### config.mk
export PLATFORM = sky130hd
export DESIGN_NAME = sshe_exec
export DESIGN_NICKNAME = d
export VERILOG_FILES = /design/src/verilog/sshe_exec.v
export VERILOG_INCLUDE_DIRS = /design/src /design/src/include
export SDC_FILE = /design/constraint.sdc
export NUM_CORES = 1
export LEC_CHECK = 0
export ABC_AREA = 0
export BUFFER_PORTS_ARGS = -buffer_cell sky130_fd_sc_hd__buf_2
export CAP_MARGIN = 15
export CORE_AREA = 2 2 121 135
export DETAILED_ROUTE_END_ITERATION = 10
export DIE_AREA = 0 0 123 137
export PLACE_DENSITY = 0.77
export SYNTH_ARGS = -nofsm -noshare
export SYNTH_HDL_FRONTEND = slang
export SYNTH_SLANG_ARGS = --single-unit
### constraint.sdc
create_clock -name ref_clk -period 4.31 [get_ports ref_clk]
set_input_delay 0.2155 -clock ref_clk [delete_from_list [all_inputs] [get_ports ref_clk]]
set_output_delay 0.2155 -clock ref_clk [all_outputs]
set_load 0.005 [all_outputs]
### src/include/sshe_defines.vh
// Purpose: constants for the store/subtract/standby execution unit
// Assumes: included by bare name, definitions only
// Notes: opcodes are first bytes; standby is a two-byte prefixed opcode
`ifndef SSHE_DEFINES_VH
`define SSHE_DEFINES_VH
`define SSHE_OP_SEXT 8'hb7
`define SSHE_OP_PREFIX 8'h18
`define SSHE_OP_STANDBY 8'h3e
`define SSHE_OP_ST_A_DIR 8'h5a
`define SSHE_OP_ST_A_EXT 8'h7a
`define SSHE_OP_ST_A_IDX 8'h6a
`define SSHE_OP_ST_B_DIR 8'h5b
`define SSHE_OP_ST_B_EXT 8'h7b
`define SSHE_OP_ST_B_IDX 8'h6b
`define SSHE_OP_ST_D_DIR 8'h5c
`define SSHE_OP_ST_D_EXT 8'h7c
`define SSHE_OP_ST_D_IDX 8'h6c
`define SSHE_OP_ST_Y_DIR 8'h5d
`define SSHE_OP_ST_Y_EXT 8'h7d
`define SSHE_OP_ST_Y_IDX 8'h6d
`define SSHE_OP_ST_X_DIR 8'h5e
`define SSHE_OP_ST_X_EXT 8'h7e
`define SSHE_OP_ST_X_IDX 8'h6e
`define SSHE_OP_ST_SP_DIR 8'h5f
`define SSHE_OP_ST_SP_EXT 8'h7f
`define SSHE_OP_ST_SP_IDX 8'h6f
`define SSHE_OP_SUB_A_IMM 8'h80
`define SSHE_OP_SUB_A_DIR 8'h90
`define SSHE_OP_SUB_A_EXT 8'hb0
`define SSHE_OP_SUB_A_IDX 8'ha0
`define SSHE_OP_SUB_B_IMM 8'hc0
`define SSHE_OP_SUB_B_DIR 8'hd0
`define SSHE_OP_SUB_B_EXT 8'hf0
`define SSHE_OP_SUB_B_IDX 8'he0
`define SSHE_OP_SUB_D_IMM 8'h83
`define SSHE_OP_SUB_D_DIR 8'h93
`define SSHE_OP_SUB_D_EXT 8'hb3
`define SSHE_OP_SUB_D_IDX 8'ha3
// flag bit positions in the condition flags register
`define SSHE_CC_STOPDIS 7
`define SSHE_CC_XMASK 6
`define SSHE_CC_NEG 3
`define SSHE_CC_ZERO 2
`define SSHE_CC_OVF 1
`define SSHE_CC_CARRY 0
// sign-extend postbyte codes
`define SSHE_SRC_A 3'h0
`define SSHE_SRC_B 3'h1
`define SSHE_SRC_CC 3'h2
`define SSHE_DST_TMP 4'h3
`define SSHE_DST_D 4'h4
`define SSHE_DST_X 4'h5
`define SSHE_DST_Y 4'h6
`define SSHE_DST_SP 4'h7
// reset values and standby timing
`define SSHE_CC_RESET 8'hd0
`define SSHE_NOP_CYCLES 2'h2
`define SSHE_RECOVER_CYCLES 2'h2
`endif

### src/verilog/sshe_exec.v
// Purpose: execution unit for sign-extend transfer, stores, subtracts
//   and the standby instruction of a 16-bit core
// Assumes: the fetch stage hands over a decoded instruction with its
//   postbyte, effective address and memory operand already resolved
// Notes: memory writes are byte wide, high byte first for 16-bit stores
// Contract
// - sign-extend postbyte picks source and destination
// - store A writes byte, A unchanged
// - store B writes byte, B unchanged
// - store D writes A then B
// - store SP high byte then low
// - store X high byte then low
// - store Y high byte then low
// - stores set N Z, clear V, keep C
// - standby disabled acts as two-cycle nop
// - standby enabled stacks context, stops clocks
// - unmasked wake resumes with vector fetch
// - masked wake does two-cycle recovery, continues
// - subtract into A writes A
// - subtract into B writes B
// - subtract into D is sixteen bits
// - overflow from two's complement sign rule
// - carry is the borrow
// - carry follows the bit-seven expression, bit fifteen for subtract into D
//
// Added by the designer: the address-and-strobe port.
`timescale 1ns/100ps
`include "sshe_defines.vh"
module sshe_exec
(
  ref_clk,
  reset_n,
  instr_valid,
  instr_opcode,
  instr_page2,
  instr_postbyte,
  instr_addr,
  instr_operand,
  instr_ready,
  instr_done,
  mem_wr_en,
  mem_wr_addr,
  mem_wr_data,
  stack_req,
  clocks_stop,
  wake_vector_fetch,
  queue_adjust,
  nonmaskable_request_line_n,
  irq_n,
  wake_reset_n,
  accum_a,
  accum_b,
  index_x,
  index_y,
  stack_ptr,
  hidden_temp_register,
  condition_flags_register
);
  input wire ref_clk;
  input wire reset_n;
  input wire instr_valid;
  input wire [7:0] instr_opcode;
  input wire instr_page2;
  input wire [7:0] instr_postbyte;
  input wire [15:0] instr_addr;
  input wire [15:0] instr_operand;
  output wire instr_ready;
  output reg instr_done;
  output reg mem_wr_en;
  output reg [15:0] mem_wr_addr;
  output reg [7:0] mem_wr_data;
  output reg stack_req;
  output reg clocks_stop;
  output reg wake_vector_fetch;
  output reg queue_adjust;
  input wire nonmaskable_request_line_n;
  input wire irq_n;
  input wire wake_reset_n;
  output wire [7:0] accum_a;
  output wire [7:0] accum_b;
  output wire [15:0] index_x;
  output wire [15:0] index_y;
  output wire [15:0] stack_ptr;
  output wire [15:0] hidden_temp_register;
  output wire [7:0] condition_flags_register;

  localparam ST_IDLE = 3'h0;
  localparam ST_WR_LO = 3'h1;
  localparam ST_NOP = 3'h2;
  localparam ST_STACK = 3'h3;
  localparam ST_STANDBY = 3'h4;
  localparam ST_RECOVER = 3'h5;

  reg [2:0] state_ff;
  reg [7:0] a_ff;
  reg [7:0] b_ff;
  reg [15:0] x_ff;
  reg [15:0] y_ff;
  reg [15:0] sp_ff;
  reg [15:0] tmp_ff;
  reg [7:0] cc_ff;
  reg [7:0] lo_byte_ff;
  reg [15:0] lo_addr_ff;
  reg [1:0] cnt_ff;
  // three-stage pin synchronisers for the asynchronous wake lines
  reg [2:0] nmi_sync_ff;
  reg [2:0] irq_sync_ff;
  reg [2:0] rst_sync_ff;
  reg nmi_lvl_ff;
  reg irq_lvl_ff;
  reg rst_lvl_ff;

  // which store, if any; 0 none, 1 A, 2 B, 3 D, 4 Y, 5 X, 6 SP
  function [2:0] store_sel;
    input [7:0] op;
    reg [3:0] idx;
    begin
      idx = op[3:0] - 4'h9;
      if ((op[7:4] == 4'h5 || op[7:4] == 4'h6 || op[7:4] == 4'h7) && op[3:0] >= 4'ha)
        store_sel = idx[2:0];
      else
        store_sel = 3'h0;
    end
  endfunction

  // subtract kind; 0 none, 1 into A, 2 into B, 3 into D
  function [1:0] sub_sel;
    input [7:0] op;
    begin
      case (op)
        `SSHE_OP_SUB_A_IMM, `SSHE_OP_SUB_A_DIR, `SSHE_OP_SUB_A_EXT, `SSHE_OP_SUB_A_IDX:
          sub_sel = 2'h1;
        `SSHE_OP_SUB_B_IMM, `SSHE_OP_SUB_B_DIR, `SSHE_OP_SUB_B_EXT, `SSHE_OP_SUB_B_IDX:
          sub_sel = 2'h2;
        `SSHE_OP_SUB_D_IMM, `SSHE_OP_SUB_D_DIR, `SSHE_OP_SUB_D_EXT, `SSHE_OP_SUB_D_IDX:
          sub_sel = 2'h3;
        default:
          sub_sel = 2'h0;
      endcase
    end
  endfunction

  assign accum_a = a_ff;
  assign accum_b = b_ff;
  assign index_x = x_ff;
  assign index_y = y_ff;
  assign stack_ptr = sp_ff;
  assign hidden_temp_register = tmp_ff;
  assign condition_flags_register = cc_ff;
  assign instr_ready = (state_ff == ST_IDLE);

  wire [2:0] st_kind = store_sel(instr_opcode);
  wire [1:0] sb_kind = instr_page2 ? 2'h0 : sub_sel(instr_opcode);
  wire is_store = !instr_page2 && (st_kind != 3'h0);
  wire is_sext = !instr_page2 && (instr_opcode == `SSHE_OP_SEXT);
  wire is_standby = instr_page2 && (instr_opcode == `SSHE_OP_STANDBY);
  wire take = instr_valid && instr_ready;

  // value being stored, sixteen bits for the wide forms
  reg [15:0] st_val;
  reg st_wide;
  always @*
  begin
    st_val = 16'h0000;
    st_wide = 1'b1;
    case (st_kind)
      3'h1:
      begin
        st_val = {8'h00, a_ff};
        st_wide = 1'b0;
      end
      3'h2:
      begin
        st_val = {8'h00, b_ff};
        st_wide = 1'b0;
      end
      3'h3: st_val = {a_ff, b_ff};
      3'h4: st_val = y_ff;
      3'h5: st_val = x_ff;
      3'h6: st_val = sp_ff;
      default: st_val = 16'h0000;
    endcase
  end

  // subtract datapath; results keep their width, the borrow comes from the top bits
  wire [7:0] sub_m8 = (sb_kind == 2'h1) ? a_ff : b_ff;
  wire [7:0] sub_s8 = instr_operand[7:0];
  wire [7:0] sub_r8 = sub_m8 - sub_s8;
  wire [15:0] sub_m16 = {a_ff, b_ff};
  wire [15:0] sub_r16 = sub_m16 - instr_operand;
  // bit-seven borrow equation, equal to unsigned compare
  wire sub_c8 = (~sub_m8[7] & sub_s8[7]) | (sub_s8[7] & sub_r8[7]) | (sub_r8[7] & ~sub_m8[7]);
  wire sub_v8 = (sub_m8[7] & ~sub_s8[7] & ~sub_r8[7]) | (~sub_m8[7] & sub_s8[7] & sub_r8[7]);
  wire sub_c16 = (~sub_m16[15] & instr_operand[15]) | (instr_operand[15] & sub_r16[15])
    | (sub_r16[15] & ~sub_m16[15]);
  wire sub_v16 = (sub_m16[15] & ~instr_operand[15] & ~sub_r16[15])
    | (~sub_m16[15] & instr_operand[15] & sub_r16[15]);

  // sign-extend source byte and its 16-bit image
  reg [7:0] sx_src;
  always @*
  begin
    case (instr_postbyte[6:4]) // top bit of postbyte ignored
      `SSHE_SRC_A: sx_src = a_ff;
      `SSHE_SRC_B: sx_src = b_ff;
      `SSHE_SRC_CC: sx_src = cc_ff;
      default: sx_src = a_ff;
    endcase
  end
  wire [15:0] sx_val = {{8{sx_src[7]}}, sx_src};

  // wake lines: a change counts once stages two and three agree
  always @(posedge ref_clk)
  begin
    if (!reset_n)
    begin
      nmi_sync_ff <= 3'h7;
      irq_sync_ff <= 3'h7;
      rst_sync_ff <= 3'h7;
      nmi_lvl_ff <= 1'b0;
      irq_lvl_ff <= 1'b0;
      rst_lvl_ff <= 1'b0;
    end
    else
    begin
      nmi_sync_ff <= {nmi_sync_ff[1:0], nonmaskable_request_line_n};
      irq_sync_ff <= {irq_sync_ff[1:0], irq_n};
      rst_sync_ff <= {rst_sync_ff[1:0], wake_reset_n};
      if (nmi_sync_ff[1] == nmi_sync_ff[2])
        nmi_lvl_ff <= ~nmi_sync_ff[2];
      if (irq_sync_ff[1] == irq_sync_ff[2])
        irq_lvl_ff <= ~irq_sync_ff[2];
      if (rst_sync_ff[1] == rst_sync_ff[2])
        rst_lvl_ff <= ~rst_sync_ff[2];
    end
  end

  // main sequencer and register file
  always @(posedge ref_clk)
  begin
    if (!reset_n)
    begin
      state_ff <= ST_IDLE;
      a_ff <= 8'h00;
      b_ff <= 8'h00;
      x_ff <= 16'h0000;
      y_ff <= 16'h0000;
      sp_ff <= 16'h0000;
      tmp_ff <= 16'h0000;
      cc_ff <= `SSHE_CC_RESET;
      lo_byte_ff <= 8'h00;
      lo_addr_ff <= 16'h0000;
      cnt_ff <= 2'h0;
      instr_done <= 1'b0;
      mem_wr_en <= 1'b0;
      mem_wr_addr <= 16'h0000;
      mem_wr_data <= 8'h00;
      stack_req <= 1'b0;
      clocks_stop <= 1'b0;
      wake_vector_fetch <= 1'b0;
      queue_adjust <= 1'b0;
    end
    else
    begin
      instr_done <= 1'b0;
      mem_wr_en <= 1'b0;
      stack_req <= 1'b0;
      wake_vector_fetch <= 1'b0;
      queue_adjust <= 1'b0;
      case (state_ff)
        ST_IDLE:
        begin
          if (take && is_store)
          begin
            mem_wr_en <= 1'b1;
            mem_wr_addr <= instr_addr;
            // high byte first at M, low byte at M+1
            mem_wr_data <= st_wide ? st_val[15:8] : st_val[7:0];
            lo_byte_ff <= st_val[7:0];
            lo_addr_ff <= instr_addr + 16'h0001;
            cc_ff[`SSHE_CC_NEG] <= st_wide ? st_val[15] : st_val[7];
            cc_ff[`SSHE_CC_ZERO] <= st_wide ? (st_val == 16'h0000)
              : (st_val[7:0] == 8'h00);
            cc_ff[`SSHE_CC_OVF] <= 1'b0; // carry left alone
            if (st_wide)
              state_ff <= ST_WR_LO;
            else
              instr_done <= 1'b1;
          end
          else if (take && sb_kind == 2'h3)
          begin
            {a_ff, b_ff} <= sub_r16;
            cc_ff[`SSHE_CC_NEG] <= sub_r16[15];
            cc_ff[`SSHE_CC_ZERO] <= (sub_r16 == 16'h0000);
            cc_ff[`SSHE_CC_OVF] <= sub_v16;
            cc_ff[`SSHE_CC_CARRY] <= sub_c16;
            instr_done <= 1'b1;
          end
          else if (take && sb_kind != 2'h0)
          begin
            if (sb_kind == 2'h1)
              a_ff <= sub_r8;
            else
              b_ff <= sub_r8;
            cc_ff[`SSHE_CC_NEG] <= sub_r8[7];
            cc_ff[`SSHE_CC_ZERO] <= (sub_r8 == 8'h00);
            cc_ff[`SSHE_CC_OVF] <= sub_v8;
            cc_ff[`SSHE_CC_CARRY] <= sub_c8;
            instr_done <= 1'b1;
          end
          else if (take && is_sext)
          begin
            // flags untouched by the transfer
            case (instr_postbyte[3:0])
              `SSHE_DST_TMP: tmp_ff <= sx_val;
              `SSHE_DST_D: {a_ff, b_ff} <= sx_val;
              `SSHE_DST_X: x_ff <= sx_val;
              `SSHE_DST_Y: y_ff <= sx_val;
              `SSHE_DST_SP: sp_ff <= sx_val;
              default: tmp_ff <= tmp_ff;
            endcase
            instr_done <= 1'b1;
          end
          else if (take && is_standby)
          begin
            // sample the disable bit at execution time
            if (cc_ff[`SSHE_CC_STOPDIS])
            begin
              cnt_ff <= `SSHE_NOP_CYCLES - 2'h1;
              state_ff <= ST_NOP;
            end
            else
            begin
              stack_req <= 1'b1;
              state_ff <= ST_STACK;
            end
          end
          else if (take)
            instr_done <= 1'b1; // unknown opcodes retire untouched
        end
        ST_WR_LO:
        begin
          mem_wr_en <= 1'b1;
          mem_wr_addr <= lo_addr_ff;
          mem_wr_data <= lo_byte_ff;
          instr_done <= 1'b1;
          state_ff <= ST_IDLE;
        end
        ST_NOP:
        begin
          // second cycle of the disabled standby
          if (cnt_ff == 2'h1)
          begin
            instr_done <= 1'b1;
            state_ff <= ST_IDLE;
          end
          cnt_ff <= cnt_ff - 2'h1;
        end
        ST_STACK:
        begin
          // context is stacked by the fetch stage; stop clocks next
          clocks_stop <= 1'b1;
          state_ff <= ST_STANDBY;
        end
        ST_STANDBY:
        begin
          // registers hold: nothing here writes them
          if (rst_lvl_ff)
          begin
            clocks_stop <= 1'b0;
            wake_vector_fetch <= 1'b1;
            instr_done <= 1'b1;
            state_ff <= ST_IDLE;
          end
          else if (nmi_lvl_ff && !cc_ff[`SSHE_CC_XMASK])
          begin
            clocks_stop <= 1'b0;
            wake_vector_fetch <= 1'b1;
            instr_done <= 1'b1;
            state_ff <= ST_IDLE;
          end
          else if (nmi_lvl_ff || irq_lvl_ff)
          begin
            // masked wake: realign the queue before going on
            clocks_stop <= 1'b0;
            queue_adjust <= 1'b1;
            cnt_ff <= `SSHE_RECOVER_CYCLES - 2'h1;
            state_ff <= ST_RECOVER;
          end
        end
        ST_RECOVER:
        begin
          if (cnt_ff == 2'h1)
          begin
            instr_done <= 1'b1;
            state_ff <= ST_IDLE;
          end
          cnt_ff <= cnt_ff - 2'h1;
        end
        default:
          state_ff <= ST_IDLE;
      endcase
    end
  end
endmodule
==> run_results.csv <==
group,metric,value,unit
run_status,status,"completed",
finish,diodes,0,
synthesis,synth_cell_types,81,
setup_path,startpoint_type,"flip-flop",
global_route,grt_overflow,0,
floorplanning,initial_core_util,0.491,
sta,tns,0,ns
routing,vias,7342,
setup_path,r2r_cells,15,
clock_network,clkTransAtPathRegs,0.05,ns
synthesis,synth.top_cell.area_share,0.321,
min_path,hp-class,"in -> reg",
synthesis,yosys_register_bits,122,
min_path,hold_depth,2,
synthesis,ys_warn_count,0,
synthesis,synthCells,916,
routing,antenna_left,0,
global_route,grt_max_degree,90,
placement,hpwl,16200,um
synthesis,syn_area_per_cell,8.30,sq um
finish,finalNetCount,1148,
routing,vias_per_cell,5.79,
global_route,track_usage,0.260,
setup_path,crit_arrival,4.27,ns
clock_network,worstSkewPairLatency,0.43,ns
synthesis,synth_area,7600,sq um
sta,hold_viol_final,0,
clock_network,post_cts_buffers,0,
synthesis,ys.flop_type,"dfxtp_1",
sta,maxSlewViolCount,0,
power,finalPower,2.85,mW
clock_network,htree_levels,4,
floorplanning,rows,48,
sta,final.setup_skew,0.00957,ns
placement,place_congestion,0.968,
sta,fin_crit,3.95,ns
floorplanning,die-area,16900,sq um
routing,drt_first_pass_iters,6,
power,leakage,4.36,nW
finish,drive_gt1_frac,0.237,
sta,max_freq,253,MHz
sta,finalSetupViolCount,0,
clock_network,clk_path_buf_depth,2,
flow_run,maxCapViolCount,0,
synthesis,ys_seq_area_frac,0.321,
synthesis,netlist_top_cells_area,"dfxtp_1 (32%), ha_1 (5.3%), nand2_1 (5.2%)",
clock_network,cts_tree,"done",
setup_path,endpoint_kind,"flip-flop",
clock_network,cts.sink_count,122,
synthesis,synth_largest_area_cell,"dfxtp_1",
routing,totalWireLength,22000,um
global_route,grt_pass1_wl,34200,um
floorplanning,die_h,137,um
synthesis,synth_edf_count,0,
floorplanning,dieWidth,123,um
floorplanning,core_area,15500,sq um
routing,drtIter0Drc,758,
sta,rsz0062_at_grt,"no",
clock_network,numCtsBuffers,17,
global_route,grt_pass1_vias,6689,
clock_network,cts_root_buf,"clkbuf_16",
power,power_density,314,nW/um^2
power,ir_worst_vdd,0.284,mV
placement,io_buffers,167,
sta,slew_headroom,0.275,
sta,period_share,0.917,
clock_network,cts.hold.buffers_added,3,
floorplanning,ioPinCount,174,
setup_path,cp_max_fo,6,
setup_path,required,4.63,ns
routing,routedWlPerCell,17.4,um
clock_network,cts_resized,0,
finish,area_growth,19.6,%
global_route,antenna_found_initial,0,
synthesis,async_reset_ff_frac,0,
sta,worst_pin_slew,1.08,ns
setup_path,worst-setup-path-type,"reg -> reg",
routing,drt_drc_violations_left,0,
-- kinds of logic after synthesis --
group / Yosys count / synth area share
flip-flops: 122 / 0.321
multiplexers: 50 / 0.0680
adder cells (fa/ha/maj): 37 / 0.0645
AO/OA/AOI/OAI: 251 / 0.238
other: 2 / 0.000988
XOR/XNOR: 26 / 0.0300
buffers and inverters: 120 / 0.0803
AND/OR/NAND/NOR: 308 / 0.197
-- layout by cell type (no fill, tap or decap), types with 13 or more instances in the layout --
| cell type | netlist | routed |
|---|---|---|
| nand2b_1 | 19 | 19 |
| xnor2_1 | 13 | 13 |
| buf_2 | 5 | 167 |
| o21ai_0 | 20 | 20 |
| o211a_1 | 22 | 22 |
| mux2i_1 | 37 | 37 |
| xor2_1 | 13 | 13 |
| nor3_1 | 20 | 19 |
| dfxtp_1 | 122 | 122 |
| a21oi_1 | 57 | 57 |
| nor2_1 | 66 | 65 |
| ha_1 | 32 | 32 |
| inv_1 | 37 | 37 |
| clkbuf_16 | 0 | 17 |
| nor2b_1 | 28 | 28 |
| a21boi_1 | 14 | 14 |
| a22oi_1 | 22 | 22 |
| nand3_1 | 19 | 19 |
| nand2_1 | 105 | 105 |
| buf_4 | 37 | 31 |
| o22ai_1 | 13 | 13 |
-- where the power goes --
group | leakage [nW] | switching (mW) | internal (mW)
combinational | 3.09 | 0.170 | 0.115
clock | 0.283 | 0.496 | 0.916
sequential | 0.985 | 0.0117 | 1.14
-- final cells by class --
| cell class | instances | area, sq um |
|---|---|---|
| clock buffers | 23 | 498 |
| multi-input cells | 677 | 4570 |
| fillers | 1413 | 6400 |
| inverters | 38 | 143 |
| repair buffers | 201 | 1100 |
| flip-flops and latches | 122 | 2440 |
| well taps | 200 | 250 |
| clock inverters | 6 | 88.8 |
-- state kept, by name (all words and copies together), names as in the netlist, 2 cells and up --
signal	cells
lo_addr_ff	16
mem_wr_addr	16
accum_a	8
accum_b	8
hidden_temp_register	8
index_x	8
index_y	8
lo_byte_ff	8
mem_wr_data	8
stack_ptr	8
condition_flags_register	4
irq_sync_ff	3
nmi_sync_ff	3
rst_sync_ff	3
state_ff	3
cnt_ff	2
-- stage by stage --
step                area, sq um  setup WS (ns)  utilization  cells  hold WS [ns]
floorplan                  7610         0.0606            -    919         0.305
global placement           8470          0.160        0.547   1235         0.393
CTS                        9090          0.414        0.587   1267        0.0266
finish                     9090          0.360        0.587   1267        0.0409
global route               9090         0.0461        0.587   1267        0.0445
detailed placement         8470          0.127        0.547   1235         0.393
-- routing by layer --
metal	track usage	wire [um]	up-vias
li1	-	-	3540
met1	0.323	8960	3402
met2	0.421	10100	334
met3	0.0683	2050	66
met4	0.117	900	0
met5	0	0	-
-- path summary, 6_finish.rpt --
path | from | endpoint | slack, ns
setup reg to reg | accum_b[0] | condition_flags_register[2] | 0.36
setup / recovery | accum_b[0] | condition_flags_register[2] | 0.36
hold reg to reg | irq_sync_ff[0] | irq_sync_ff[1] | 0.41
hold / removal | instr_addr[0] | lo_addr_ff[0] | 0.04
-- worst max-delay path, cell delays in order (launching register included) --
cell,delay [ns]
dfxtp_1,0.48
inv_1,0.08
ha_1,0.21
nor2b_1,0.17
o2111ai_1,0.20
nand4_1,0.17
nand2_1,0.10
o21ai_0,0.25
a21o_1,0.16
a21o_1,0.13
fa_1,0.49
nand4b_1,0.22
or4b_1,0.54
nor4_1,0.28
nand4_1,0.14
o41ai_1,0.23
-- cell usage after synthesis (8+ instances only) --
| cell | number |
|---|---|
| nand2b_1 | 19 |
| buf_4 | 37 |
| o21ai_0 | 20 |
| nor2b_1 | 28 |
| a22o_1 | 9 |
| a21boi_0 | 11 |
| xor2_1 | 13 |
| mux2i_1 | 37 |
| nand2_1 | 105 |
| ha_1 | 32 |
| dfxtp_1 | 122 |
| nand3_1 | 19 |
| nand4_1 | 10 |
| o211a_1 | 22 |
| xnor2_1 | 13 |
| a21oi_1 | 57 |
| a21boi_1 | 14 |
| a22oi_1 | 22 |
| nor3_1 | 20 |
| o22ai_1 | 13 |
| clkbuf_1 | 31 |
| inv_1 | 37 |
| nor2_1 | 66 |
| mux2_2 | 12 |
| o21a_1 | 10 |
| o211ai_1 | 8 |
(Power assumes the default switching activity.)
